$ cat src/core/ast_pkg.sv
// Package of offsets, field positions, reset values and types for the status/threshold bank
package ast_pkg;

    // ========================================================================
    // Register offsets
    // ========================================================================
    localparam logic [5:0] AST_OFF_POS_ARM_THRESHOLD = 6'h10;
    localparam logic [5:0] AST_OFF_NEG_ARM_THRESHOLD = 6'h12;
    localparam logic [5:0] AST_OFF_DEVICE_STATUS     = 6'h14;
    localparam logic [5:0] AST_OFF_TICK_COUNTER      = 6'h15;
    localparam logic [5:0] AST_OFF_OFFSET_CORR       = 6'h16;
    localparam logic [5:0] AST_OFF_RESERVED_A        = 6'h1c;
    localparam logic [5:0] AST_OFF_RESERVED_B        = 6'h1d;

    // ========================================================================
    // Status field positions
    // ========================================================================
    localparam int AST_BIT_RESET_OCCURRED      = 0;
    localparam int AST_BIT_OFFSET_MONITOR      = 1;
    localparam int AST_BIT_SERIAL_OUT_MISMATCH = 3;
    localparam int AST_BIT_INIT_IN_PROGRESS    = 4;
    localparam int AST_BIT_INTERNAL_DATA_ERROR = 6;

    // ========================================================================
    // Reset values and counts
    // ========================================================================
    localparam logic [7:0] AST_THRESHOLD_RESET   = 8'h00;
    localparam logic [7:0] AST_THRESHOLD_OFF     = 8'h00;
    localparam logic [7:0] AST_COUNT_RESET       = 8'h00;
    localparam logic [7:0] AST_OFFSET_CORR_RESET = 8'h00;
    localparam logic [7:0] AST_READ_ZERO         = 8'h00;
    localparam logic [2:0] AST_CRC_SEED_VALUE    = 3'h7;
    localparam logic [9:0] AST_PRESCALE_LAST     = 10'h3ff;
    localparam logic [3:0] AST_WR_CRC_LAST_BIT   = 4'hf;

    // ========================================================================
    // Types
    // ========================================================================
    typedef struct packed {
        logic       wr;
        logic       rd;
        logic [5:0] addr;
        logic [7:0] wdata;
    } ast_reg_req_s;

    typedef struct packed {
        logic serial_out_mismatch;
        logic offset_limit;
        logic internal_fault;
        logic fuse_data_fault;
    } ast_events_s;

    typedef struct packed {
        logic       start;
        logic       bit_valid;
        logic       bit_in;
        logic       check;
        logic [2:0] expected;
    } ast_crc_feed_s;

    typedef enum logic [3:0] {
        AST_CRC_IDLE  = 4'h1,
        AST_CRC_SEED  = 4'h2,
        AST_CRC_SHIFT = 4'h4,
        AST_CRC_CHECK = 4'h8
    } ast_crc_state_e;

endpackage

$ cat src/core/ast_status_threshold_regs.sv
// Arming thresholds, device status flags, tick counter, offset value and CRC checks
`timescale 1ns/1ps
module ast_status_threshold_regs
(
    // Clock and reset
    input  wire logic                  core_clk,
    input  wire logic                  reset_n,
    // Register access
    input  wire ast_pkg::ast_reg_req_s reg_req,
    output logic [7:0]                 reg_rdata_q,
    output logic                       reg_rvalid_q,
    // Initialization control
    input  wire logic                  init_done,
    input  wire logic                  init_lock_set,
    output logic                       init_lock_bit_q,
    // Fault and monitor events
    input  wire ast_pkg::ast_events_s  events,
    // OTP shadow CRC stream
    input  wire ast_pkg::ast_crc_feed_s otp_feed,
    // Stored writable-register CRC field
    input  wire logic [2:0]            wr_crc_expected,
    // Offset canceller result
    input  wire logic                  offset_corr_update,
    input  wire logic [7:0]            offset_corr_in,
    // Arming comparator controls
    output logic [7:0]                 pos_threshold_value_q,
    output logic [7:0]                 neg_threshold_value_q,
    output logic                       pos_compare_enable_q,
    output logic                       neg_compare_enable_q,
    output logic                       arm_function_enable_q
);
    import ast_pkg::*;

    // ========================================================================
    // Reset synchroniser
    // ========================================================================
    logic rst_meta_q;
    logic rst_n_q;

    always_ff @(posedge core_clk or negedge reset_n)
    begin
        if (!reset_n)
        begin
            rst_meta_q <= 1'b0;
            rst_n_q    <= 1'b0;
        end
        else
        begin
            rst_meta_q <= 1'b1;
            rst_n_q    <= rst_meta_q;
        end
    end

    // ========================================================================
    // Access decode
    // ========================================================================
    function automatic logic hit(input logic [5:0] addr, input logic [5:0] off);
        hit = (addr == off);
    endfunction

    logic status_read;
    logic pos_write;
    logic neg_write;

    assign status_read = reg_req.rd && hit(reg_req.addr, AST_OFF_DEVICE_STATUS);
    assign pos_write   = reg_req.wr && hit(reg_req.addr, AST_OFF_POS_ARM_THRESHOLD)
                         && !init_lock_bit_q;
    assign neg_write   = reg_req.wr && hit(reg_req.addr, AST_OFF_NEG_ARM_THRESHOLD)
                         && !init_lock_bit_q;

    // ========================================================================
    // Initialization lock
    // ========================================================================
    always_ff @(posedge core_clk or negedge rst_n_q)
    begin
        if (!rst_n_q)
        begin
            init_lock_bit_q <= 1'b0;
        end
        else if (init_lock_set)
        begin
            init_lock_bit_q <= 1'b1;
        end
    end

    // ========================================================================
    // Arming thresholds
    // ========================================================================
    always_ff @(posedge core_clk or negedge rst_n_q)
    begin
        if (!rst_n_q)
        begin
            pos_threshold_value_q <= AST_THRESHOLD_RESET;
        end
        else if (pos_write)
        begin
            pos_threshold_value_q <= reg_req.wdata;
        end
    end

    always_ff @(posedge core_clk or negedge rst_n_q)
    begin
        if (!rst_n_q)
        begin
            neg_threshold_value_q <= AST_THRESHOLD_RESET;
        end
        else if (neg_write)
        begin
            neg_threshold_value_q <= reg_req.wdata;
        end
    end

    // Comparator enables follow the stored thresholds one cycle later
    always_ff @(posedge core_clk or negedge rst_n_q)
    begin
        if (!rst_n_q)
        begin
            pos_compare_enable_q  <= 1'b0;
            neg_compare_enable_q  <= 1'b0;
            arm_function_enable_q <= 1'b0;
        end
        else
        begin
            pos_compare_enable_q  <= (pos_threshold_value_q != AST_THRESHOLD_OFF);
            neg_compare_enable_q  <= (neg_threshold_value_q != AST_THRESHOLD_OFF);
            arm_function_enable_q <= (pos_threshold_value_q != AST_THRESHOLD_OFF)
                                     || (neg_threshold_value_q != AST_THRESHOLD_OFF);
        end
    end

    // ========================================================================
    // Writable-register CRC sequencer
    // ========================================================================
    ast_crc_state_e wr_state_q;
    logic [3:0]     wr_bit_q;
    logic [15:0]    wr_image;
    ast_crc_feed_s  wr_feed;
    logic           wr_mismatch;
    logic           otp_mismatch;

    // Ascending address order, MSB first
    assign wr_image = {pos_threshold_value_q, neg_threshold_value_q};

    always_ff @(posedge core_clk or negedge rst_n_q)
    begin
        if (!rst_n_q)
        begin
            wr_state_q <= AST_CRC_IDLE;
        end
        else
        begin
            case (wr_state_q)
                AST_CRC_IDLE:
                begin
                    if (init_lock_bit_q)
                    begin
                        wr_state_q <= AST_CRC_SEED;
                    end
                end
                AST_CRC_SEED:
                begin
                    wr_state_q <= AST_CRC_SHIFT;
                end
                AST_CRC_SHIFT:
                begin
                    if (wr_bit_q == AST_WR_CRC_LAST_BIT)
                    begin
                        wr_state_q <= AST_CRC_CHECK;
                    end
                end
                AST_CRC_CHECK:
                begin
                    wr_state_q <= AST_CRC_SEED;
                end
                default:
                begin
                    wr_state_q <= AST_CRC_IDLE;
                end
            endcase
        end
    end

    always_ff @(posedge core_clk or negedge rst_n_q)
    begin
        if (!rst_n_q)
        begin
            wr_bit_q <= 4'h0;
        end
        else if (wr_state_q == AST_CRC_SHIFT)
        begin
            wr_bit_q <= wr_bit_q + 4'h1;
        end
        else
        begin
            wr_bit_q <= 4'h0;
        end
    end

    always_comb
    begin
        wr_feed.start     = (wr_state_q == AST_CRC_SEED);
        wr_feed.bit_valid = (wr_state_q == AST_CRC_SHIFT);
        wr_feed.bit_in    = wr_image[AST_WR_CRC_LAST_BIT - wr_bit_q];
        wr_feed.check     = (wr_state_q == AST_CRC_CHECK);
        wr_feed.expected  = wr_crc_expected;
    end

    ast_crc3 u_wr_crc
    (
        .clk        (core_clk),
        .rst_n      (rst_n_q),
        .feed       (wr_feed),
        .crc_q      (),
        .mismatch_q (wr_mismatch)
    );

    ast_crc3 u_otp_crc
    (
        .clk        (core_clk),
        .rst_n      (rst_n_q),
        .feed       (otp_feed),
        .crc_q      (),
        .mismatch_q (otp_mismatch)
    );

    // ========================================================================
    // Persistent fault sources
    // ========================================================================
    logic wr_crc_fault_q;

    always_ff @(posedge core_clk or negedge rst_n_q)
    begin
        if (!rst_n_q)
        begin
            wr_crc_fault_q <= 1'b0;
        end
        else if (wr_mismatch)
        begin
            wr_crc_fault_q <= 1'b1;
        end
    end

    // ========================================================================
    // Status flags; a set in the cycle of a read wins over the clear
    // ========================================================================
    logic internal_data_error_q;
    logic init_in_progress_q;
    logic serial_out_mismatch_q;
    logic offset_monitor_q;
    logic reset_occurred_q;
    logic ide_set;

    // Fuse fault is a level re-presented after every reset
    assign ide_set = otp_mismatch || wr_mismatch || events.internal_fault
                     || wr_crc_fault_q || events.fuse_data_fault;

    always_ff @(posedge core_clk or negedge rst_n_q)
    begin
        if (!rst_n_q)
        begin
            internal_data_error_q <= 1'b0;
        end
        else if (ide_set)
        begin
            internal_data_error_q <= 1'b1;
        end
        else if (status_read)
        begin
            internal_data_error_q <= 1'b0;
        end
    end

    always_ff @(posedge core_clk or negedge rst_n_q)
    begin
        if (!rst_n_q)
        begin
            init_in_progress_q <= 1'b1;
        end
        else if (init_done)
        begin
            init_in_progress_q <= 1'b0;
        end
    end

    always_ff @(posedge core_clk or negedge rst_n_q)
    begin
        if (!rst_n_q)
        begin
            serial_out_mismatch_q <= 1'b0;
        end
        else if (events.serial_out_mismatch)
        begin
            serial_out_mismatch_q <= 1'b1;
        end
        else if (status_read)
        begin
            serial_out_mismatch_q <= 1'b0;
        end
    end

    always_ff @(posedge core_clk or negedge rst_n_q)
    begin
        if (!rst_n_q)
        begin
            offset_monitor_q <= 1'b0;
        end
        else if (events.offset_limit)
        begin
            offset_monitor_q <= 1'b1;
        end
        else if (status_read)
        begin
            offset_monitor_q <= 1'b0;
        end
    end

    always_ff @(posedge core_clk or negedge rst_n_q)
    begin
        if (!rst_n_q)
        begin
            reset_occurred_q <= 1'b0;
        end
        else if (init_in_progress_q)
        begin
            reset_occurred_q <= 1'b1;
        end
        else if (status_read)
        begin
            reset_occurred_q <= 1'b0;
        end
    end

    // ========================================================================
    // Counter and offset correction
    // ========================================================================
    logic [7:0] tick_count;
    logic [7:0] offset_corr_q;

    ast_tick_counter u_tick
    (
        .clk     (core_clk),
        .rst_n   (rst_n_q),
        .count_q (tick_count)
    );

    always_ff @(posedge core_clk or negedge rst_n_q)
    begin
        if (!rst_n_q)
        begin
            offset_corr_q <= AST_OFFSET_CORR_RESET;
        end
        else if (offset_corr_update)
        begin
            offset_corr_q <= offset_corr_in;
        end
    end

    // ========================================================================
    // Read data
    // ========================================================================
    logic [7:0] status_word;
    logic [7:0] rd_mux;

    // Unused bits 7 and 5 and bit 2 read as zero
    always_comb
    begin
        status_word                              = AST_READ_ZERO;
        status_word[AST_BIT_RESET_OCCURRED]      = reset_occurred_q;
        status_word[AST_BIT_OFFSET_MONITOR]      = offset_monitor_q;
        status_word[AST_BIT_SERIAL_OUT_MISMATCH] = serial_out_mismatch_q;
        status_word[AST_BIT_INIT_IN_PROGRESS]    = init_in_progress_q;
        status_word[AST_BIT_INTERNAL_DATA_ERROR] = internal_data_error_q;
    end

    // Reserved and unmapped locations read zero; writes to them are dropped
    always_comb
    begin
        if (hit(reg_req.addr, AST_OFF_POS_ARM_THRESHOLD))
        begin
            rd_mux = pos_threshold_value_q;
        end
        else if (hit(reg_req.addr, AST_OFF_NEG_ARM_THRESHOLD))
        begin
            rd_mux = neg_threshold_value_q;
        end
        else if (hit(reg_req.addr, AST_OFF_DEVICE_STATUS))
        begin
            rd_mux = status_word;
        end
        else if (hit(reg_req.addr, AST_OFF_TICK_COUNTER))
        begin
            rd_mux = tick_count;
        end
        else if (hit(reg_req.addr, AST_OFF_OFFSET_CORR))
        begin
            rd_mux = offset_corr_q;
        end
        else
        begin
            rd_mux = AST_READ_ZERO;
        end
    end

    always_ff @(posedge core_clk or negedge rst_n_q)
    begin
        if (!rst_n_q)
        begin
            reg_rdata_q  <= AST_READ_ZERO;
            reg_rvalid_q <= 1'b0;
        end
        else
        begin
            reg_rvalid_q <= reg_req.rd;
            if (reg_req.rd)
            begin
                reg_rdata_q <= rd_mux;
            end
        end
    end

endmodule

$ cat src/core/ast_crc3.sv
// Serial 3-bit CRC engine, polynomial x^3+x+1, all-ones seed
`timescale 1ns/1ps
module ast_crc3
(
    // Clock and reset
    input  wire logic                  clk,
    input  wire logic                  rst_n,
    // Bit stream and check strobe
    input  wire ast_pkg::ast_crc_feed_s feed,
    // Result
    output logic [2:0]                 crc_q,
    output logic                       mismatch_q
);
    import ast_pkg::*;

    logic feedback;

    assign feedback = feed.bit_in ^ crc_q[2];

    // ========================================================================
    // Shift register, MSB of the data first
    // ========================================================================
    always_ff @(posedge clk or negedge rst_n)
    begin
        if (!rst_n)
        begin
            crc_q <= AST_CRC_SEED_VALUE;
        end
        else if (feed.start)
        begin
            crc_q <= AST_CRC_SEED_VALUE;
        end
        else if (feed.bit_valid)
        begin
            crc_q <= {crc_q[1], crc_q[0] ^ feedback, feedback};
        end
    end

    // ========================================================================
    // Compare against the stored field; one-cycle pulse on a difference
    // ========================================================================
    always_ff @(posedge clk or negedge rst_n)
    begin
        if (!rst_n)
        begin
            mismatch_q <= 1'b0;
        end
        else
        begin
            mismatch_q <= feed.check && (crc_q != feed.expected);
        end
    end

endmodule

$ cat src/core/ast_tick_counter.sv
// Free-running 8-bit counter advanced once per 1024 clock periods
`timescale 1ns/1ps
module ast_tick_counter
(
    // Clock and reset
    input  wire logic       clk,
    input  wire logic       rst_n,
    // Counter value
    output logic [7:0]      count_q
);
    import ast_pkg::*;

    logic [9:0] prescale_q;

    // ========================================================================
    // 10-bit prescaler and rolling counter
    // ========================================================================
    always_ff @(posedge clk or negedge rst_n)
    begin
        if (!rst_n)
        begin
            prescale_q <= 10'h000;
        end
        else
        begin
            prescale_q <= prescale_q + 10'h001;
        end
    end

    always_ff @(posedge clk or negedge rst_n)
    begin
        if (!rst_n)
        begin
            count_q <= AST_COUNT_RESET;
        end
        else if (prescale_q == AST_PRESCALE_LAST)
        begin
            count_q <= count_q + 8'h01;
        end
    end

endmodule

$ cat config.mk
export PLATFORM = sky130hd
export DESIGN_NAME = ast_status_threshold_regs
export DESIGN_NICKNAME = d
export VERILOG_FILES = /design/src/core/ast_pkg.sv /design/src/core/ast_status_threshold_regs.sv /design/src/core/ast_crc3.sv /design/src/core/ast_tick_counter.sv
export SDC_FILE = /design/constraint.sdc
export NUM_CORES = 1
export LEC_CHECK = 0
export ABC_CLOCK_PERIOD_IN_PS = 4290
export BUFFER_PORTS_ARGS = -buffer_cell sky130_fd_sc_hd__buf_2
export CAP_MARGIN = 20
export CORE_MARGIN = 4
export CORE_UTILIZATION = 39
export CTS_CLUSTER_SIZE = 8
export DETAILED_ROUTE_END_ITERATION = 12
export GPL_TIMING_DRIVEN = 0
export PLACE_DENSITY = 0.69
export REMOVE_ABC_BUFFERS = 1
export SLEW_MARGIN = 20
export SYNTH_ARGS = -nofsm -noshare
export SYNTH_HDL_FRONTEND = slang
export SYNTH_SLANG_ARGS = --single-unit
$ cat constraint.sdc
create_clock -name core_clk -period 4.29 [get_ports core_clk]
set_input_delay 0.858 -clock core_clk [delete_from_list [all_inputs] [get_ports core_clk]]
set_output_delay 0.858 -clock core_clk [all_outputs]
set_load 0.01 [all_outputs]
==> report_table.html, run 1 <==
<table>
<tr><th>Metric</th><th>Value</th></tr>
<tr><th colspan="2">Status</th></tr>
<tr><td>Status</td><td>finished clean</td></tr>
<tr><th colspan="2">CTS</th></tr>
<tr><td>Number of H-tree branching levels</td><td>3</td></tr>
<tr><td>Clock-pin transition on the worst setup and hold timing paths</td><td>around 0.080 ns</td></tr>
<tr><td>Count of hold buffers inserted by post-cts repair</td><td>0</td></tr>
<tr><td>Sink Count</td><td>79</td></tr>
<tr><td>Post-CTS setup-driven buffer insertion count</td><td>0</td></tr>
<tr><td>Clk_lat worst skew</td><td>0.35 ns</td></tr>
<tr><td>Maximum root-to-sink buffer count</td><td>2</td></tr>
<tr><td>Clk Tree Root Cell</td><td>clkbuf_8</td></tr>
<tr><td>Total CTS buffers</td><td>9</td></tr>
<tr><td>CTS tree</td><td>yes</td></tr>
<tr><td>Post-CTS Resized</td><td>0</td></tr>
<tr><th colspan="2">Layout</th></tr>
<tr><td>Share of the core filled with cells</td><td>47.16%</td></tr>
<tr><td>Antenna fix cells</td><td>0</td></tr>
<tr><td>Nets</td><td>~420</td></tr>
<tr><td>Most common library cell in the layout ignoring fill and taps</td><td>buf_2</td></tr>
<tr><td>Synthesis-to-layout area growth</td><td>17.30%</td></tr>
<tr><td>Most frequent cells in the layout</td><td>71 x buf_2, 70 x dfrtp_1, 26 x mux2_2</td></tr>
<tr><td>Fraction of final layout cells sized beyond drive strength 1</td><td>between 30% and 40%</td></tr>
<tr><th colspan="2">Die</th></tr>
<tr><td>Standard-cell rows</td><td>35</td></tr>
<tr><td>CORE AREA</td><td>9284 um2</td></tr>
<tr><td>Horizontal die dimension</td><td>roughly 110 um</td></tr>
<tr><td>Die extent in y</td><td>roughly 110 um</td></tr>
<tr><td>Area enclosed by the die boundary</td><td>11200 um2</td></tr>
<tr><td>Effective utilization at floorplan</td><td>40.20%</td></tr>
<tr><td>Ports placed on the boundary</td><td>about 70</td></tr>
<tr><th colspan="2">Worst setup path</th></tr>
<tr><td>Endpoint required time on the critical path</td><td>between 4 and 5 ns</td></tr>
<tr><td>Worst r2r dst</td><td>u_wr_crc.crc_q[1]</td></tr>
<tr><td>Crit Path Category</td><td>input port to flip-flop</td></tr>
<tr><td>Arrival @ worst endpoint</td><td>2.82 ns</td></tr>
<tr><td>Worst setup slack for register-to-register paths</td><td>approximately 2.2 ns</td></tr>
<tr><td>Launch point of the critical path</td><td>reg_req[8]</td></tr>
<tr><td>CP Capture Point</td><td>pos_threshold_value_q[6]</td></tr>
<tr><td>Worst flop-to-flop path startpoint</td><td>wr_bit_q[0]</td></tr>
<tr><td>Type of origin of the critical path</td><td>input port</td></tr>
<tr><td>Kind of capture point of the worst setup path</td><td>flip-flop</td></tr>
<tr><td>R2R depth</td><td>5</td></tr>
<tr><td>Highest fanout seen on the critical path</td><td>9</td></tr>
<tr><th colspan="2">Timing</th></tr>
<tr><td>Final period util</td><td>60.27%</td></tr>
<tr><td>Final worst clock skew</td><td>roughly 0.010 ns</td></tr>
<tr><td>Worst slew margin relative to its limit</td><td>roughly half</td></tr>
<tr><td>Max-slew violation count</td><td>0</td></tr>
<tr><td>Slew at the pin with the worst max-slew slack</td><td>just under 0.8 ns</td></tr>
<tr><td>Number of endpoints with negative hold slack in the final report</td><td>0</td></tr>
<tr><td>Final worst path period need</td><td>roughly 2.6 ns</td></tr>
<tr><td>Count of final setup violators</td><td>0</td></tr>
<tr><td>Max Fclk</td><td>between 300 and 400 MHz</td></tr>
<tr><td>Unrepaired setup endpoints after global routing</td><td>no</td></tr>
<tr><td>Total Negative Setup Slacks</td><td>0 ns</td></tr>
<tr><th colspan="2">Synth</th></tr>
<tr><td>Synth unique cells</td><td>between 50 and 60</td></tr>
<tr><td>Share of synthesized area occupied by flip-flops and latches</td><td>about 53%</td></tr>
<tr><td>Synth Warn #</td><td>0</td></tr>
<tr><td>Synth area leaders</td><td>dfrtp_1 48%, mux2_2 7.8%, dfstp_2 5.6%</td></tr>
<tr><td>Top cell type's share of synthesized area</td><td>~48%</td></tr>
<tr><td>Mean instance size in the synthesized netlist</td><td>12.04 um2</td></tr>
<tr><td>Number of enable-type register cells in the synthesized netlist</td><td>0</td></tr>
<tr><td>Main flop type after synthesis</td><td>dfrtp_1</td></tr>
<tr><td>Synthesized cell area</td><td>around 3700 um2</td></tr>
<tr><td>Synth Register Bits</td><td>between 70 and 80</td></tr>
<tr><td>Area leader, netlist</td><td>dfrtp_1</td></tr>
<tr><td>Cells after Synth</td><td>slightly above 300</td></tr>
<tr><td>Fraction of registers with async set/reset</td><td>100.0%</td></tr>
<tr><th colspan="2">Power and ir drop</th></tr>
<tr><td>Maximum ir drop on the vdd rail</td><td>0.0002142 V</td></tr>
<tr><td>Switching power share of the total</td><td>between 20% and 30%</td></tr>
<tr><td>Final Total Pwr</td><td>1.607 mW</td></tr>
<tr><td>Flop pwr share</td><td>between 50% and 60%</td></tr>
<tr><td>Pwr/cell area</td><td>between 300 and 400 nW/um2</td></tr>
<tr><td>Leakage component of the power</td><td>between 2 and 2.5 nW</td></tr>
<tr><td>P_sw</td><td>~0.45 mW</td></tr>
<tr><td>P_int</td><td>1.159 mW</td></tr>
<tr><td>Fraction of power consumed by the clock network</td><td>between 30% and 40%</td></tr>
<tr><td>Combinational cell fraction of total power</td><td>12.4%</td></tr>
<tr><th colspan="2">Detailed routing</th></tr>
<tr><td>Via density</td><td>5.182</td></tr>
<tr><td>Wire length after detailed routing</td><td>8268 um</td></tr>
<tr><td>Routed wire per std cell</td><td>approximately 16 um</td></tr>
<tr><td>Number of nets with antenna violations after detailed routing</td><td>0</td></tr>
<tr><td>Initial DRT Pass Iterations</td><td>4</td></tr>
<tr><td>Number of vias after detailed routing</td><td>about 2600</td></tr>
<tr><td>DRT iter0 DRCs</td><td>134</td></tr>
<tr><td>DRC errors left</td><td>0</td></tr>
<tr><th colspan="2">Place</th></tr>
<tr><td>Final weighted congestion of routability-driven global placement</td><td>approximately 0.8</td></tr>
<tr><td>Placed wire-length estimate</td><td>6196 um</td></tr>
<tr><td># port buffers</td><td>71</td></tr>
<tr><th colspan="2">Global routing</th></tr>
<tr><td>Number of global-route vias before repair</td><td>around 2600</td></tr>
<tr><td>Number of antenna violations at the first check in global routing</td><td>0</td></tr>
<tr><td>Largest net degree at the start of global routing</td><td>45</td></tr>
<tr><td>Total gr overflow</td><td>0</td></tr>
<tr><td>Global-route wire length before repair</td><td>13290 um</td></tr>
<tr><td>Overall Global Routing Usage</td><td>15.34%</td></tr>
<tr><th colspan="2">Run</th></tr>
<tr><td>Number of maximum-capacitance constraint violations</td><td>0</td></tr>
<tr><th colspan="2">Hold path</th></tr>
<tr><td>Worst Hold Class</td><td>input port to asynchronous set/reset pin</td></tr>
</table>
power by group through the flow:
| stage | combinational, mW | clock (mW) | sequential, mW |
|---|---|---|---|
| after floorplan | 0.135 | 0 | 0.887 |
| after global placement | 0.185 | 0 | 0.905 |
| after detailed placement | 0.200 | 0 | 0.903 |
| after CTS | 0.201 | 0.536 | 0.888 |
| after global routing | 0.222 | 0.570 | 0.899 |
| final | 0.198 | 0.521 | 0.887 |
synth_stat cells (5+ instances only):
cell type and n:
dfrtp_1 71, mux2_2 26, nor2b_1 7, nand2b_1 13, xor2_1 13, nand3_1 8, o22ai_1 6, o21ai_0 6
a32oi_1 5, mux2i_1 5, clkbuf_1 12, xnor2_1 15, a21oi_1 6, inv_1 5, dfstp_2 8, nand2_1 11
and3_1 5, nor2_1 16
routing by layer:
| layer | global-route usage, % | part of all wire, % | vias to the layer above | wire length [um] |
|---|---|---|---|---|
| li1 | - | - | 1253 | - |
| met1 | 20.90 | 46 | 1307 | 3762 |
| met2 | 23.95 | 48 | 76 | 3994 |
| met3 | 4.654 | 5.6 | 7 | 465 |
| met4 | 3.885 | 0.56 | 0 | 46 |
| met5 | 0 | 0 | - | 0 |
registers in the layout, summed over array words and instances (netlist names), 3 cells and up:
register,count
neg_threshold_value_q,8
offset_corr_q,8
pos_threshold_value_q,8
reg_rdata_q,8
u_otp_crc.crc_q,3
u_tick.count_q,8
u_tick.prescale_q,10
u_wr_crc.crc_q,3
wr_bit_q,4
wr_state_q,4
worst max-delay path, cell delays in order:
cell      delay [ns]
buf_2           0.15
nor4b_2         0.32
and2b_1         0.37
nand2b_1        0.19
nor3b_4         0.53
mux2_2          0.40
per-stage QoR:
stage / instance area, um2 / worst slack (ns) / cells / hold WS, ns
3_5_place_dp: 4194 / 1.328 / 494 / 0.3458
5_1_grt: 4378 / 1.642 / 510 / 0.2455
2_1_floorplan: 3654 / 1.859 / 293 / 0.3312
4_1_cts: 4378 / 1.708 / 510 / 0.2542
6_report: 4378 / 1.705 / 510 / 0.2720
3_3_place_gp: 4170 / 1.069 / 493 / 0.3399
cell type report:
class	instances	area, um2
Multi-Input combinational cell	209	1648
Timing Repair Buffer	72	375.4
Tap cell	129	161.4
Clock buffer	12	155.1
Fill cell	883	4906
Inverter	5	18.77
Clock inverter	4	28.78
Sequential cell	79	1991
how the worst min path moves through the flow:
stage,from,end,slack (ns)
6_report,reset_n,rst_n_q,0.27
5_1_grt,reset_n,rst_n_q,0.25
2_1_floorplan,rst_meta_q,rst_n_q,0.33
4_1_cts,reset_n,rst_n_q,0.25
3_5_place_dp,rst_n_q,u_tick.prescale_q[9],0.35
3_3_place_gp,rst_meta_q,rst_n_q,0.34
cell families (layout without fill, tap and decap cells):
kind of cell / Yosys count / in the layout / synth area share (%)
DFF: 79 / 79 / 53.23
muxes: 35 / 35 / 11.80
buffers and inverters: 22 / 93 / 2.615
adders and majority gates: 3 / 3 / 1.006
AOI/OAI and AO/OA: 47 / 47 / 9.488
other: 1 / 1 / 0.1005
and+or+nand+nor: 95 / 95 / 15.19
xor gates and xnor gates: 28 / 28 / 6.571
No activity file was read; power rests on OpenSTA's default activity.
==> inputs of run 2 (changes only) <==
ABC_AREA = 1   (was default)
ABC_CLOCK_PERIOD_IN_PS = 2300   (was 4290)
PLACE_DENSITY = 0.71   (was 0.69)
clock period = 2.3 ns   (was 4.29 ns; I/O delays follow)
==> run 2 against run 1 <==
Clock-buffer cell count grew 1. Core utilization grew 1.1 points. Critical path type is now flip-flop to flip-flop. Largest cell class unchanged. Sequential share of layout area shrank 0.79 points. Sequential power grew 80%. Critical path depth grew 3.
==> report_table.html, run 2 <==
<table>
<tr><th>Metric</th><th>Value</th></tr>
<tr><th colspan="2">Status</th></tr>
<tr><td>Status</td><td>finished clean (unchanged)</td></tr>
<tr><th colspan="2">Place</th></tr>
<tr><td>Final weighted congestion of routability-driven global placement</td><td>0.8798 (was 0.7975)</td></tr>
<tr><td># port buffers</td><td>71 (unchanged)</td></tr>
<tr><td>Placed wire-length estimate</td><td>6419 um (was 6196 um)</td></tr>
<tr><td># placed instances</td><td>610 (was 494)</td></tr>
<tr><td>Post-placement setup slack</td><td>0.3332 ns (was 1.328 ns)</td></tr>
<tr><th colspan="2">Synth</th></tr>
<tr><td>Synth Area in Simple Gates</td><td>20.32% (was 15.19%)</td></tr>
<tr><td>Synthesized cell area</td><td>3706 um2 (was 3732 um2)</td></tr>
<tr><td>Post-Synth Adder-Cell Area</td><td>1.013% (was 1.006%)</td></tr>
<tr><td>Cells after Synth</td><td>415 (was 310)</td></tr>
<tr><td>Synth area leaders</td><td>dfrtp_1 48%, nand2_1 8.2%, inv_1 6.9% (was dfrtp_1 48%, mux2_2 7.8%, dfstp_2 5.6%)</td></tr>
<tr><td>Count leader, synth</td><td>nand2_1 (was dfrtp_1)</td></tr>
<tr><td>Mean instance size in the synthesized netlist</td><td>8.930 um2 (was 12.04 um2)</td></tr>
<tr><td>Main flop type after synthesis</td><td>dfrtp_1 (unchanged)</td></tr>
<tr><td>Synth unique cells</td><td>33 (was 57)</td></tr>
<tr><td>Top cell type's share of synthesized area</td><td>47.94% (was 47.60%)</td></tr>
<tr><td>Ranking of synthesized cells by instance count</td><td>81 x nand2_1, 71 x dfrtp_1, 68 x inv_1 (was 71 x dfrtp_1, 26 x mux2_2, 16 x nor2_1)</td></tr>
<tr><td>Xor-xnor portion of the synthesized cell area</td><td>5.436% (was 6.571%)</td></tr>
<tr><td>Synth Register Bits</td><td>79 (unchanged)</td></tr>
<tr><td>Main combinational cell family by area after synthesis</td><td>simple AND/OR/NAND/NOR gates (unchanged)</td></tr>
<tr><td>Number of enable-type register cells in the synthesized netlist</td><td>0 (unchanged)</td></tr>
<tr><td>Share of cell area taken by muxes after synthesis</td><td>1.215% (was 11.80%)</td></tr>
<tr><td>Synth Warn #</td><td>0 (unchanged)</td></tr>
<tr><td>Area leader, netlist</td><td>dfrtp_1 (unchanged)</td></tr>
<tr><td>Area fraction in compound gates after synthesis</td><td>10.63% (was 9.487%)</td></tr>
<tr><td>Share of synthesized area occupied by flip-flops and latches</td><td>53.61% (was 53.23%)</td></tr>
<tr><td>Fraction of registers with async set/reset</td><td>100.0% (unchanged)</td></tr>
<tr><th colspan="2">CTS</th></tr>
<tr><td>Count of hold buffers inserted by post-cts repair</td><td>1 (was 0)</td></tr>
<tr><td>Clock-pin transition on the worst setup and hold timing paths</td><td>0.07 ns (was 0.08 ns)</td></tr>
<tr><td>Maximum root-to-sink buffer count</td><td>2 (unchanged)</td></tr>
<tr><td>Clk_lat worst skew</td><td>0.34 ns (was 0.35 ns)</td></tr>
<tr><td>Sink Count</td><td>79 (unchanged)</td></tr>
<tr><td>CTS tree</td><td>yes (unchanged)</td></tr>
<tr><td>Number of H-tree branching levels</td><td>3 (unchanged)</td></tr>
<tr><td>Post-CTS Resized</td><td>0 (unchanged)</td></tr>
<tr><td>Clk Tree Root Cell</td><td>clkbuf_8 (unchanged)</td></tr>
<tr><td>Post-CTS setup-driven buffer insertion count</td><td>0 (unchanged)</td></tr>
<tr><td>Total CTS buffers</td><td>9 (unchanged)</td></tr>
<tr><th colspan="2">Layout</th></tr>
<tr><td>Fraction of final layout cells sized beyond drive strength 1</td><td>22.69% (was 35.17%)</td></tr>
<tr><td>Most frequent cells in the layout</td><td>81 x nand2_1, 71 x buf_2, 70 x dfrtp_1 (was 71 x buf_2, 70 x dfrtp_1, 26 x mux2_2)</td></tr>
<tr><td>Antenna fix cells</td><td>0 (unchanged)</td></tr>
<tr><td>Register cell area after layout</td><td>1991 um2 (unchanged)</td></tr>
<tr><td>Count of filler cells inserted in the layout</td><td>883 (unchanged)</td></tr>
<tr><td>Synthesis-to-layout area growth</td><td>20.22% (was 17.30%)</td></tr>
<tr><td>Most common library cell in the layout ignoring fill and taps</td><td>nand2_1 (was buf_2)</td></tr>
<tr><td>Max FFs per register</td><td>10 (unchanged)</td></tr>
<tr><td>Nets</td><td>539 (was 422)</td></tr>
<tr><td>Multi-input gate area in the final layout</td><td>1435 um2 (was 1648 um2)</td></tr>
<tr><td>Largest Register</td><td>u_tick.prescale_q (unchanged)</td></tr>
<tr><td>Post-layout instance count excluding filler cells</td><td>627 (was 510)</td></tr>
<tr><th colspan="2">Worst setup path</th></tr>
<tr><td>Crit Path Category</td><td>flip-flop to flip-flop (was input port to flip-flop)</td></tr>
<tr><td>Endpoint required time on the critical path</td><td>2.53 ns (was 4.53 ns)</td></tr>
<tr><td>CP max stage delay</td><td>0.37 ns (was 0.53 ns)</td></tr>
<tr><td>Critical path depth</td><td>9 (was 6)</td></tr>
<tr><td>CP Cell Sequence</td><td>ha_1 -&gt; nand2_2 -&gt; nor3_4 -&gt; nand3_2 -&gt; nor2_4 -&gt; nand2_4 -&gt; nor2_4 -&gt; nand3_2 -&gt; xor2_1 (was buf_2 -&gt; nor4b_2 -&gt; and2b_1 -&gt; nand2b_1 -&gt; nor3b_4 -&gt; mux2_2)</td></tr>
<tr><td>Buffers plus inverters on the worst setup path</td><td>0 (was 1)</td></tr>
<tr><td>Arrival @ worst endpoint</td><td>1.92 ns (was 2.82 ns)</td></tr>
<tr><td>Highest fanout seen on the critical path</td><td>7 (was 9)</td></tr>
<tr><td>Slowest cell on the critical path</td><td>dfrtp_1 (was nor3b_4)</td></tr>
<tr><td>Kind of capture point of the worst setup path</td><td>flip-flop (unchanged)</td></tr>
<tr><td>Cell family with most CP delay</td><td>simple AND/OR/NAND/NOR gates (unchanged)</td></tr>
<tr><td>Type of origin of the critical path</td><td>flip-flop (was input port)</td></tr>
<tr><td>R2R depth</td><td>9 (was 5)</td></tr>
<tr><th colspan="2">Power and ir drop</th></tr>
<tr><td>Switching power share of the total</td><td>25.46% (was 27.84%)</td></tr>
<tr><td>Final Total Pwr</td><td>3.142 mW (was 1.607 mW)</td></tr>
<tr><td>P_sw</td><td>0.8000 mW (was 0.4473 mW)</td></tr>
<tr><td>Maximum ir drop on the vdd rail</td><td>0.0003095 V (was 0.0002142 V)</td></tr>
<tr><td>P_int</td><td>2.342 mW (was 1.159 mW)</td></tr>
<tr><td>Flop pwr share</td><td>50.8% (was 55.2%)</td></tr>
<tr><td>Fraction of power consumed by the clock network</td><td>36.4% (was 32.4%)</td></tr>
<tr><td>Combinational cell fraction of total power</td><td>12.7% (was 12.4%)</td></tr>
<tr><td>Leakage component of the power</td><td>2.285 nW (was 2.071 nW)</td></tr>
<tr><td>Pwr/cell area</td><td>705.3 nW/um2 (was 367.0 nW/um2)</td></tr>
<tr><th colspan="2">Global routing</th></tr>
<tr><td>Global-route wire length before repair</td><td>14020 um (was 13290 um)</td></tr>
<tr><td>Overall Global Routing Usage</td><td>15.62% (was 15.34%)</td></tr>
<tr><td>Number of antenna violations at the first check in global routing</td><td>0 (unchanged)</td></tr>
<tr><td>Number of global-route vias before repair</td><td>2986 (was 2581)</td></tr>
<tr><td>Total gr overflow</td><td>0 (unchanged)</td></tr>
<tr><td>Largest net degree at the start of global routing</td><td>45 (unchanged)</td></tr>
<tr><th colspan="2">Die</th></tr>
<tr><td>Horizontal die dimension</td><td>105.5 um (was 105.8 um)</td></tr>
<tr><td>Die extent in y</td><td>105.5 um (was 105.8 um)</td></tr>
<tr><td>Standard-cell rows</td><td>35 (unchanged)</td></tr>
<tr><td>CORE AREA</td><td>9240 um2 (was 9284 um2)</td></tr>
<tr><td>Effective utilization at floorplan</td><td>40.11% (was 40.20%)</td></tr>
<tr><td>Area enclosed by the die boundary</td><td>11130 um2 (was 11200 um2)</td></tr>
<tr><td>Ports placed on the boundary</td><td>72 (unchanged)</td></tr>
<tr><th colspan="2">Timing</th></tr>
<tr><td>Final worst clock skew</td><td>0.005604 ns (was 0.01036 ns)</td></tr>
<tr><td>Total Negative Setup Slacks</td><td>0 ns (unchanged)</td></tr>
<tr><td>Count of final setup violators</td><td>0 (unchanged)</td></tr>
<tr><td>Fin Hold WS</td><td>0.2310 ns (was 0.2720 ns)</td></tr>
<tr><td>Final period util</td><td>around 73%</td></tr>
<tr><td>Max-slew violation count</td><td>0 (unchanged)</td></tr>
<tr><td>Max Fclk</td><td>slightly below 600 MHz</td></tr>
<tr><td>Final worst path period need</td><td>between 1.5 and 2 ns</td></tr>
<tr><td>Unrepaired setup endpoints after global routing</td><td>no (unchanged)</td></tr>
<tr><td>Final setup margin</td><td>0.6120 ns (was 1.705 ns)</td></tr>
<tr><td>Number of endpoints with negative hold slack in the final report</td><td>0 (unchanged)</td></tr>
<tr><th colspan="2">Hold path</th></tr>
<tr><td>Worst hold path cell count</td><td>2</td></tr>
<tr><td>Worst Hold Class</td><td>input port to flip-flop (was input port to asynchronous set/reset pin)</td></tr>
<tr><th colspan="2">Detailed routing</th></tr>
<tr><td>Initial DRT Pass Iterations</td><td>4 (unchanged)</td></tr>
<tr><td>DRT iter0 DRCs</td><td>152 (was 134)</td></tr>
<tr><td>Number of nets with antenna violations after detailed routing</td><td>0 (unchanged)</td></tr>
<tr><td>Number of vias after detailed routing</td><td>2985 (was 2643)</td></tr>
<tr><td>Via density</td><td>4.761 (was 5.182)</td></tr>
<tr><td>DRC errors left</td><td>0 (unchanged)</td></tr>
<tr><td>Routed wire per std cell</td><td>13.21 um (was 16.21 um)</td></tr>
<tr><td>Wire length after detailed routing</td><td>8280 um (was 8268 um)</td></tr>
<tr><th colspan="2">Run</th></tr>
<tr><td>Number of maximum-capacitance constraint violations</td><td>0 (unchanged)</td></tr>
</table>
[run 2: layer usage]
metal  global-route usage [%]  wire length, um
met1                    20.40             3846
met2                    25.36             3865
met3                    3.919              497
met4                    5.155               71
met5                        0                0
[run 2: layout make-up]
type                       count  share of cell area (%)
sequential                    79                   44.68
multi-input combinational    261                   32.21
timing repair buffer          73                   8.649
inverter                      69                   5.813
tap                          129                   3.623
clock buffer                  13                   3.566
clock inverter                 3                   1.460
[run 2: power by group through the flow]
stage          clock network (mW)  logic [mW]  registers (mW)
2_1_floorplan                   0       0.265            1.61
3_3_place_gp                    0       0.358            1.63
3_5_place_dp                    0       0.400            1.63
4_1_cts                      1.18       0.403            1.60
5_1_grt                      1.23       0.462            1.62
6_report                     1.14       0.400            1.60
[run 2: kinds of logic after synthesis]
group | after synthesis
buffers and inverters | 75
XOR/XNOR | 23
flip-flops | 79
other | 1
AND/OR/NAND/NOR | 159
AO/OA/AOI/OAI | 71
multiplexers | 4
adder cells (fa/ha/maj) | 3
[run 2: metrics by stage]
step / instance area (um2) / utilization (%)
final: 4456 / 48.22
after global routing: 4456 / 48.22
after CTS: 4456 / 48.22
after detailed placement: 4222 / 45.69
after global placement: 4198 / 45.43
after floorplan: 3681 / -
[run 2: path summary, 6_finish.rpt]
path                                      start                        to  slack [ns]
setup / recovery           u_tick.prescale_q[0]         u_tick.count_q[4]        0.61
hold / removal                        init_done        init_in_progress_q        0.23
setup reg to reg           u_tick.prescale_q[0]         u_tick.count_q[4]        0.61
hold reg to reg                         rst_n_q  neg_threshold_value_q[0]        0.28
max in group asynchronous               rst_n_q        init_in_progress_q        1.38
min in group asynchronous               rst_n_q  neg_threshold_value_q[0]        0.28
==> inputs of run 3 (changes only) <==
ABC_CLOCK_PERIOD_IN_PS = 1600   (was 2300)
PLACE_DENSITY = 0.69   (was 0.71)
clock period = 1.6 ns   (was 2.3 ns; I/O delays follow)
==> run 3 against run 2 <==
Sequential cell count stayed put. Final cell count is 1.1% higher. Via count is 3.2% higher. Critical path type unchanged. Largest cell class unchanged.
==> report_table.html, run 3 (synthesis gave the netlist of run 2 again) <==
<table>
<tr><th>Metric</th><th>Value</th></tr>
<tr><th colspan="2">Status</th></tr>
<tr><td>Status</td><td>finished clean (unchanged)</td></tr>
<tr><th colspan="2">Power and ir drop</th></tr>
<tr><td>Pwr/cell area</td><td>992.6 nW/um2 (was 705.3 nW/um2)</td></tr>
<tr><td>Leakage component of the power</td><td>2.313 nW (was 2.285 nW)</td></tr>
<tr><td>Maximum ir drop on the vdd rail</td><td>0.0003758 V (was 0.0003095 V)</td></tr>
<tr><th colspan="2">Layout</th></tr>
<tr><td>Most common library cell in the layout ignoring fill and taps</td><td>nand2_1 (unchanged)</td></tr>
<tr><td>Multi-input gate area in the final layout</td><td>1459 um2 (was 1435 um2)</td></tr>
<tr><td>Most frequent cells in the layout</td><td>80 x nand2_1, 71 x buf_2, 68 x dfrtp_1 (was 81 x nand2_1, 71 x buf_2, 70 x dfrtp_1)</td></tr>
<tr><td>Antenna fix cells</td><td>0 (unchanged)</td></tr>
<tr><td>Fraction of final layout cells sized beyond drive strength 1</td><td>25.54% (was 22.69%)</td></tr>
<tr><td>Largest Register</td><td>u_tick.prescale_q (unchanged)</td></tr>
<tr><td>Synthesis-to-layout area growth</td><td>22.11% (was 20.22%)</td></tr>
<tr><td>Nets</td><td>546 (was 539)</td></tr>
<tr><td>Register cell area after layout</td><td>1993 um2 (was 1991 um2)</td></tr>
<tr><td>Share of the core filled with cells</td><td>48.98% (was 48.22%)</td></tr>
<tr><td>Max FFs per register</td><td>10 (unchanged)</td></tr>
<tr><td>Count of filler cells inserted in the layout</td><td>913 (was 883)</td></tr>
<tr><th colspan="2">Timing</th></tr>
<tr><td>Final period util</td><td>99.06% (was 73.39%)</td></tr>
<tr><td>Number of endpoints with negative hold slack in the final report</td><td>0 (unchanged)</td></tr>
<tr><td>Max-slew violation count</td><td>0 (unchanged)</td></tr>
<tr><td>Worst slew margin relative to its limit</td><td>around 63%</td></tr>
<tr><td>Final setup margin</td><td>0.01502 ns (was 0.6120 ns)</td></tr>
<tr><td>Unrepaired setup endpoints after global routing</td><td>yes (was no)</td></tr>
<tr><td>Final worst path period need</td><td>1.585 ns (was 1.688 ns)</td></tr>
<tr><td>Final worst clock skew</td><td>0.009739 ns (was 0.005604 ns)</td></tr>
<tr><td>Total Negative Setup Slacks</td><td>0 ns (unchanged)</td></tr>
<tr><td>Max Fclk</td><td>630.9 MHz (was 592.4 MHz)</td></tr>
<tr><td>Count of final setup violators</td><td>0 (unchanged)</td></tr>
<tr><td>Slew at the pin with the worst max-slew slack</td><td>about 0.56 ns</td></tr>
<tr><th colspan="2">Die</th></tr>
<tr><td>Effective utilization at floorplan</td><td>40.11% (unchanged)</td></tr>
<tr><td>CORE AREA</td><td>9240 um2 (unchanged)</td></tr>
<tr><td>Area enclosed by the die boundary</td><td>11130 um2 (unchanged)</td></tr>
<tr><td>Horizontal die dimension</td><td>105.5 um (unchanged)</td></tr>
<tr><td>Ports placed on the boundary</td><td>72 (unchanged)</td></tr>
<tr><td>Die extent in y</td><td>105.5 um (unchanged)</td></tr>
<tr><td>Standard-cell rows</td><td>35 (unchanged)</td></tr>
<tr><th colspan="2">Detailed routing</th></tr>
<tr><td>Number of vias after detailed routing</td><td>3082 (was 2985)</td></tr>
<tr><td>Wire length after detailed routing</td><td>8597 um (was 8280 um)</td></tr>
<tr><td>DRC errors left</td><td>0 (unchanged)</td></tr>
<tr><td>Routed wire per std cell</td><td>13.56 um (was 13.21 um)</td></tr>
<tr><td>DRT iter0 DRCs</td><td>175 (was 152)</td></tr>
<tr><td>Number of nets with antenna violations after detailed routing</td><td>0 (unchanged)</td></tr>
<tr><td>Via density</td><td>4.861 (was 4.761)</td></tr>
<tr><td>Initial DRT Pass Iterations</td><td>4 (unchanged)</td></tr>
<tr><th colspan="2">Global routing</th></tr>
<tr><td>Number of antenna violations at the first check in global routing</td><td>0 (unchanged)</td></tr>
<tr><td>Overall Global Routing Usage</td><td>16.38% (was 15.62%)</td></tr>
<tr><td>Global-route wire length before repair</td><td>14670 um (was 14020 um)</td></tr>
<tr><td>Number of global-route vias before repair</td><td>3064 (was 2986)</td></tr>
<tr><td>Largest net degree at the start of global routing</td><td>43 (was 45)</td></tr>
<tr><td>Total gr overflow</td><td>0 (unchanged)</td></tr>
<tr><th colspan="2">Worst setup path</th></tr>
<tr><td>Highest fanout seen on the critical path</td><td>4 (was 7)</td></tr>
<tr><td>Slowest cell on the critical path</td><td>dfrtp_1 (unchanged)</td></tr>
<tr><td>Arrival @ worst endpoint</td><td>1.82 ns (was 1.92 ns)</td></tr>
<tr><td>Type of origin of the critical path</td><td>flip-flop (unchanged)</td></tr>
<tr><td>Endpoint required time on the critical path</td><td>1.83 ns (was 2.53 ns)</td></tr>
<tr><td>CP Cell Sequence</td><td>ha_2 -&gt; nand2_2 -&gt; nor3_4 -&gt; nand3_2 -&gt; nor2_4 -&gt; nand2_4 -&gt; nor2_4 -&gt; nand3_2 -&gt; xor2_1 (was ha_1 -&gt; nand2_2 -&gt; nor3_4 -&gt; nand3_2 -&gt; nor2_4 -&gt; nand2_4 -&gt; nor2_4 -&gt; nand3_2 -&gt; xor2_1)</td></tr>
<tr><td>CP max stage delay</td><td>0.36 ns (was 0.37 ns)</td></tr>
<tr><td>Cell family with most CP delay</td><td>simple AND/OR/NAND/NOR gates (unchanged)</td></tr>
<tr><td>Kind of capture point of the worst setup path</td><td>flip-flop (unchanged)</td></tr>
<tr><td>Buffers plus inverters on the worst setup path</td><td>0 (unchanged)</td></tr>
<tr><td>Crit Path Category</td><td>flip-flop to flip-flop (unchanged)</td></tr>
<tr><th colspan="2">CTS</th></tr>
<tr><td>Clk Tree Root Cell</td><td>clkbuf_8 (unchanged)</td></tr>
<tr><td>Total CTS buffers</td><td>9 (unchanged)</td></tr>
<tr><td>CTS tree</td><td>yes (unchanged)</td></tr>
<tr><td>Sink Count</td><td>79 (unchanged)</td></tr>
<tr><td>Number of H-tree branching levels</td><td>3 (unchanged)</td></tr>
<tr><td>Clk_lat worst skew</td><td>0.35 ns (was 0.34 ns)</td></tr>
<tr><td>Maximum root-to-sink buffer count</td><td>2 (unchanged)</td></tr>
<tr><td>Clock-pin transition on the worst setup and hold timing paths</td><td>0.08 ns (was 0.07 ns)</td></tr>
<tr><th colspan="2">Place</th></tr>
<tr><td>Post-placement setup slack</td><td>-0.2697 ns (was 0.3332 ns)</td></tr>
<tr><td># port buffers</td><td>71 (unchanged)</td></tr>
<tr><td>Placed wire-length estimate</td><td>6320 um (was 6419 um)</td></tr>
<tr><td>Final weighted congestion of routability-driven global placement</td><td>0.8655 (was 0.8798)</td></tr>
<tr><th colspan="2">Run</th></tr>
<tr><td>Number of maximum-capacitance constraint violations</td><td>0 (unchanged)</td></tr>
<tr><th colspan="2">Hold path</th></tr>
<tr><td>Worst Hold Class</td><td>input port to flip-flop (unchanged)</td></tr>
</table>
-- run 3: worst paths after layout --
path,depth (start not counted),from,to,slack [ns]
setup / recovery,9,u_tick.prescale_q[1],u_tick.count_q[4],0.02
hold / removal,2,init_done,init_in_progress_q,0.08
setup reg to reg,9,u_tick.prescale_q[1],u_tick.count_q[4],0.02
hold reg to reg,0,rst_n_q,wr_state_q[1],0.33
max in group asynchronous,1,rst_n_q,u_tick.count_q[6],0.69
min in group asynchronous,2,reset_n,rst_n_q,0.28
-- run 3: area by class of cell --
cell class                 count  share of cell area, %
clock inverter                 4                  1.548
sequential                    79                  44.04
tap                          129                  3.566
timing repair buffer          80                  9.677
multi-input combinational    261                  32.24
clock buffer                  12                  3.207
inverter                      69                  5.723
-- run 3: what timing repair did --
item,in CTS,in global routing
endpoints found under the setup margin,6,23
gates resized for setup,2,7
hold buffers,1,0
setup buffers,4,3
pin swaps,4,2
endpoints found under the hold margin,2,0
-- run 3: report_power, final --
| group | leakage (nW) | switching, mW | internal, mW |
|---|---|---|---|
| Combinational | 1.20 | 0.331 | 0.239 |
| Sequential | 1.00 | 0.135 | 2.17 |
| Clock | 0.110 | 0.701 | 0.918 |
-- run 3: metrics by stage --
stage / cell area (um2) / power (mW) / cells / hold slack, ns
floorplan: 3681 / 2.701 / 409 / 0.02441
global placement: 4198 / 2.863 / 609 / 0.1058
detailed placement: 4222 / 2.898 / 610 / 0.1064
CTS: 4481 / 4.531 / 631 / 0.06682
global route: 4526 / 4.733 / 634 / 0.08687
finish: 4526 / 4.492 / 634 / 0.08422
-- run 3: layer usage --
metal / track usage (%) / share of wire, %
met1: 22.26 / 47
met4: 7.029 / 1.6
met3: 3.552 / 5.1
met5: 0 / 0
met2: 25.23 / 46
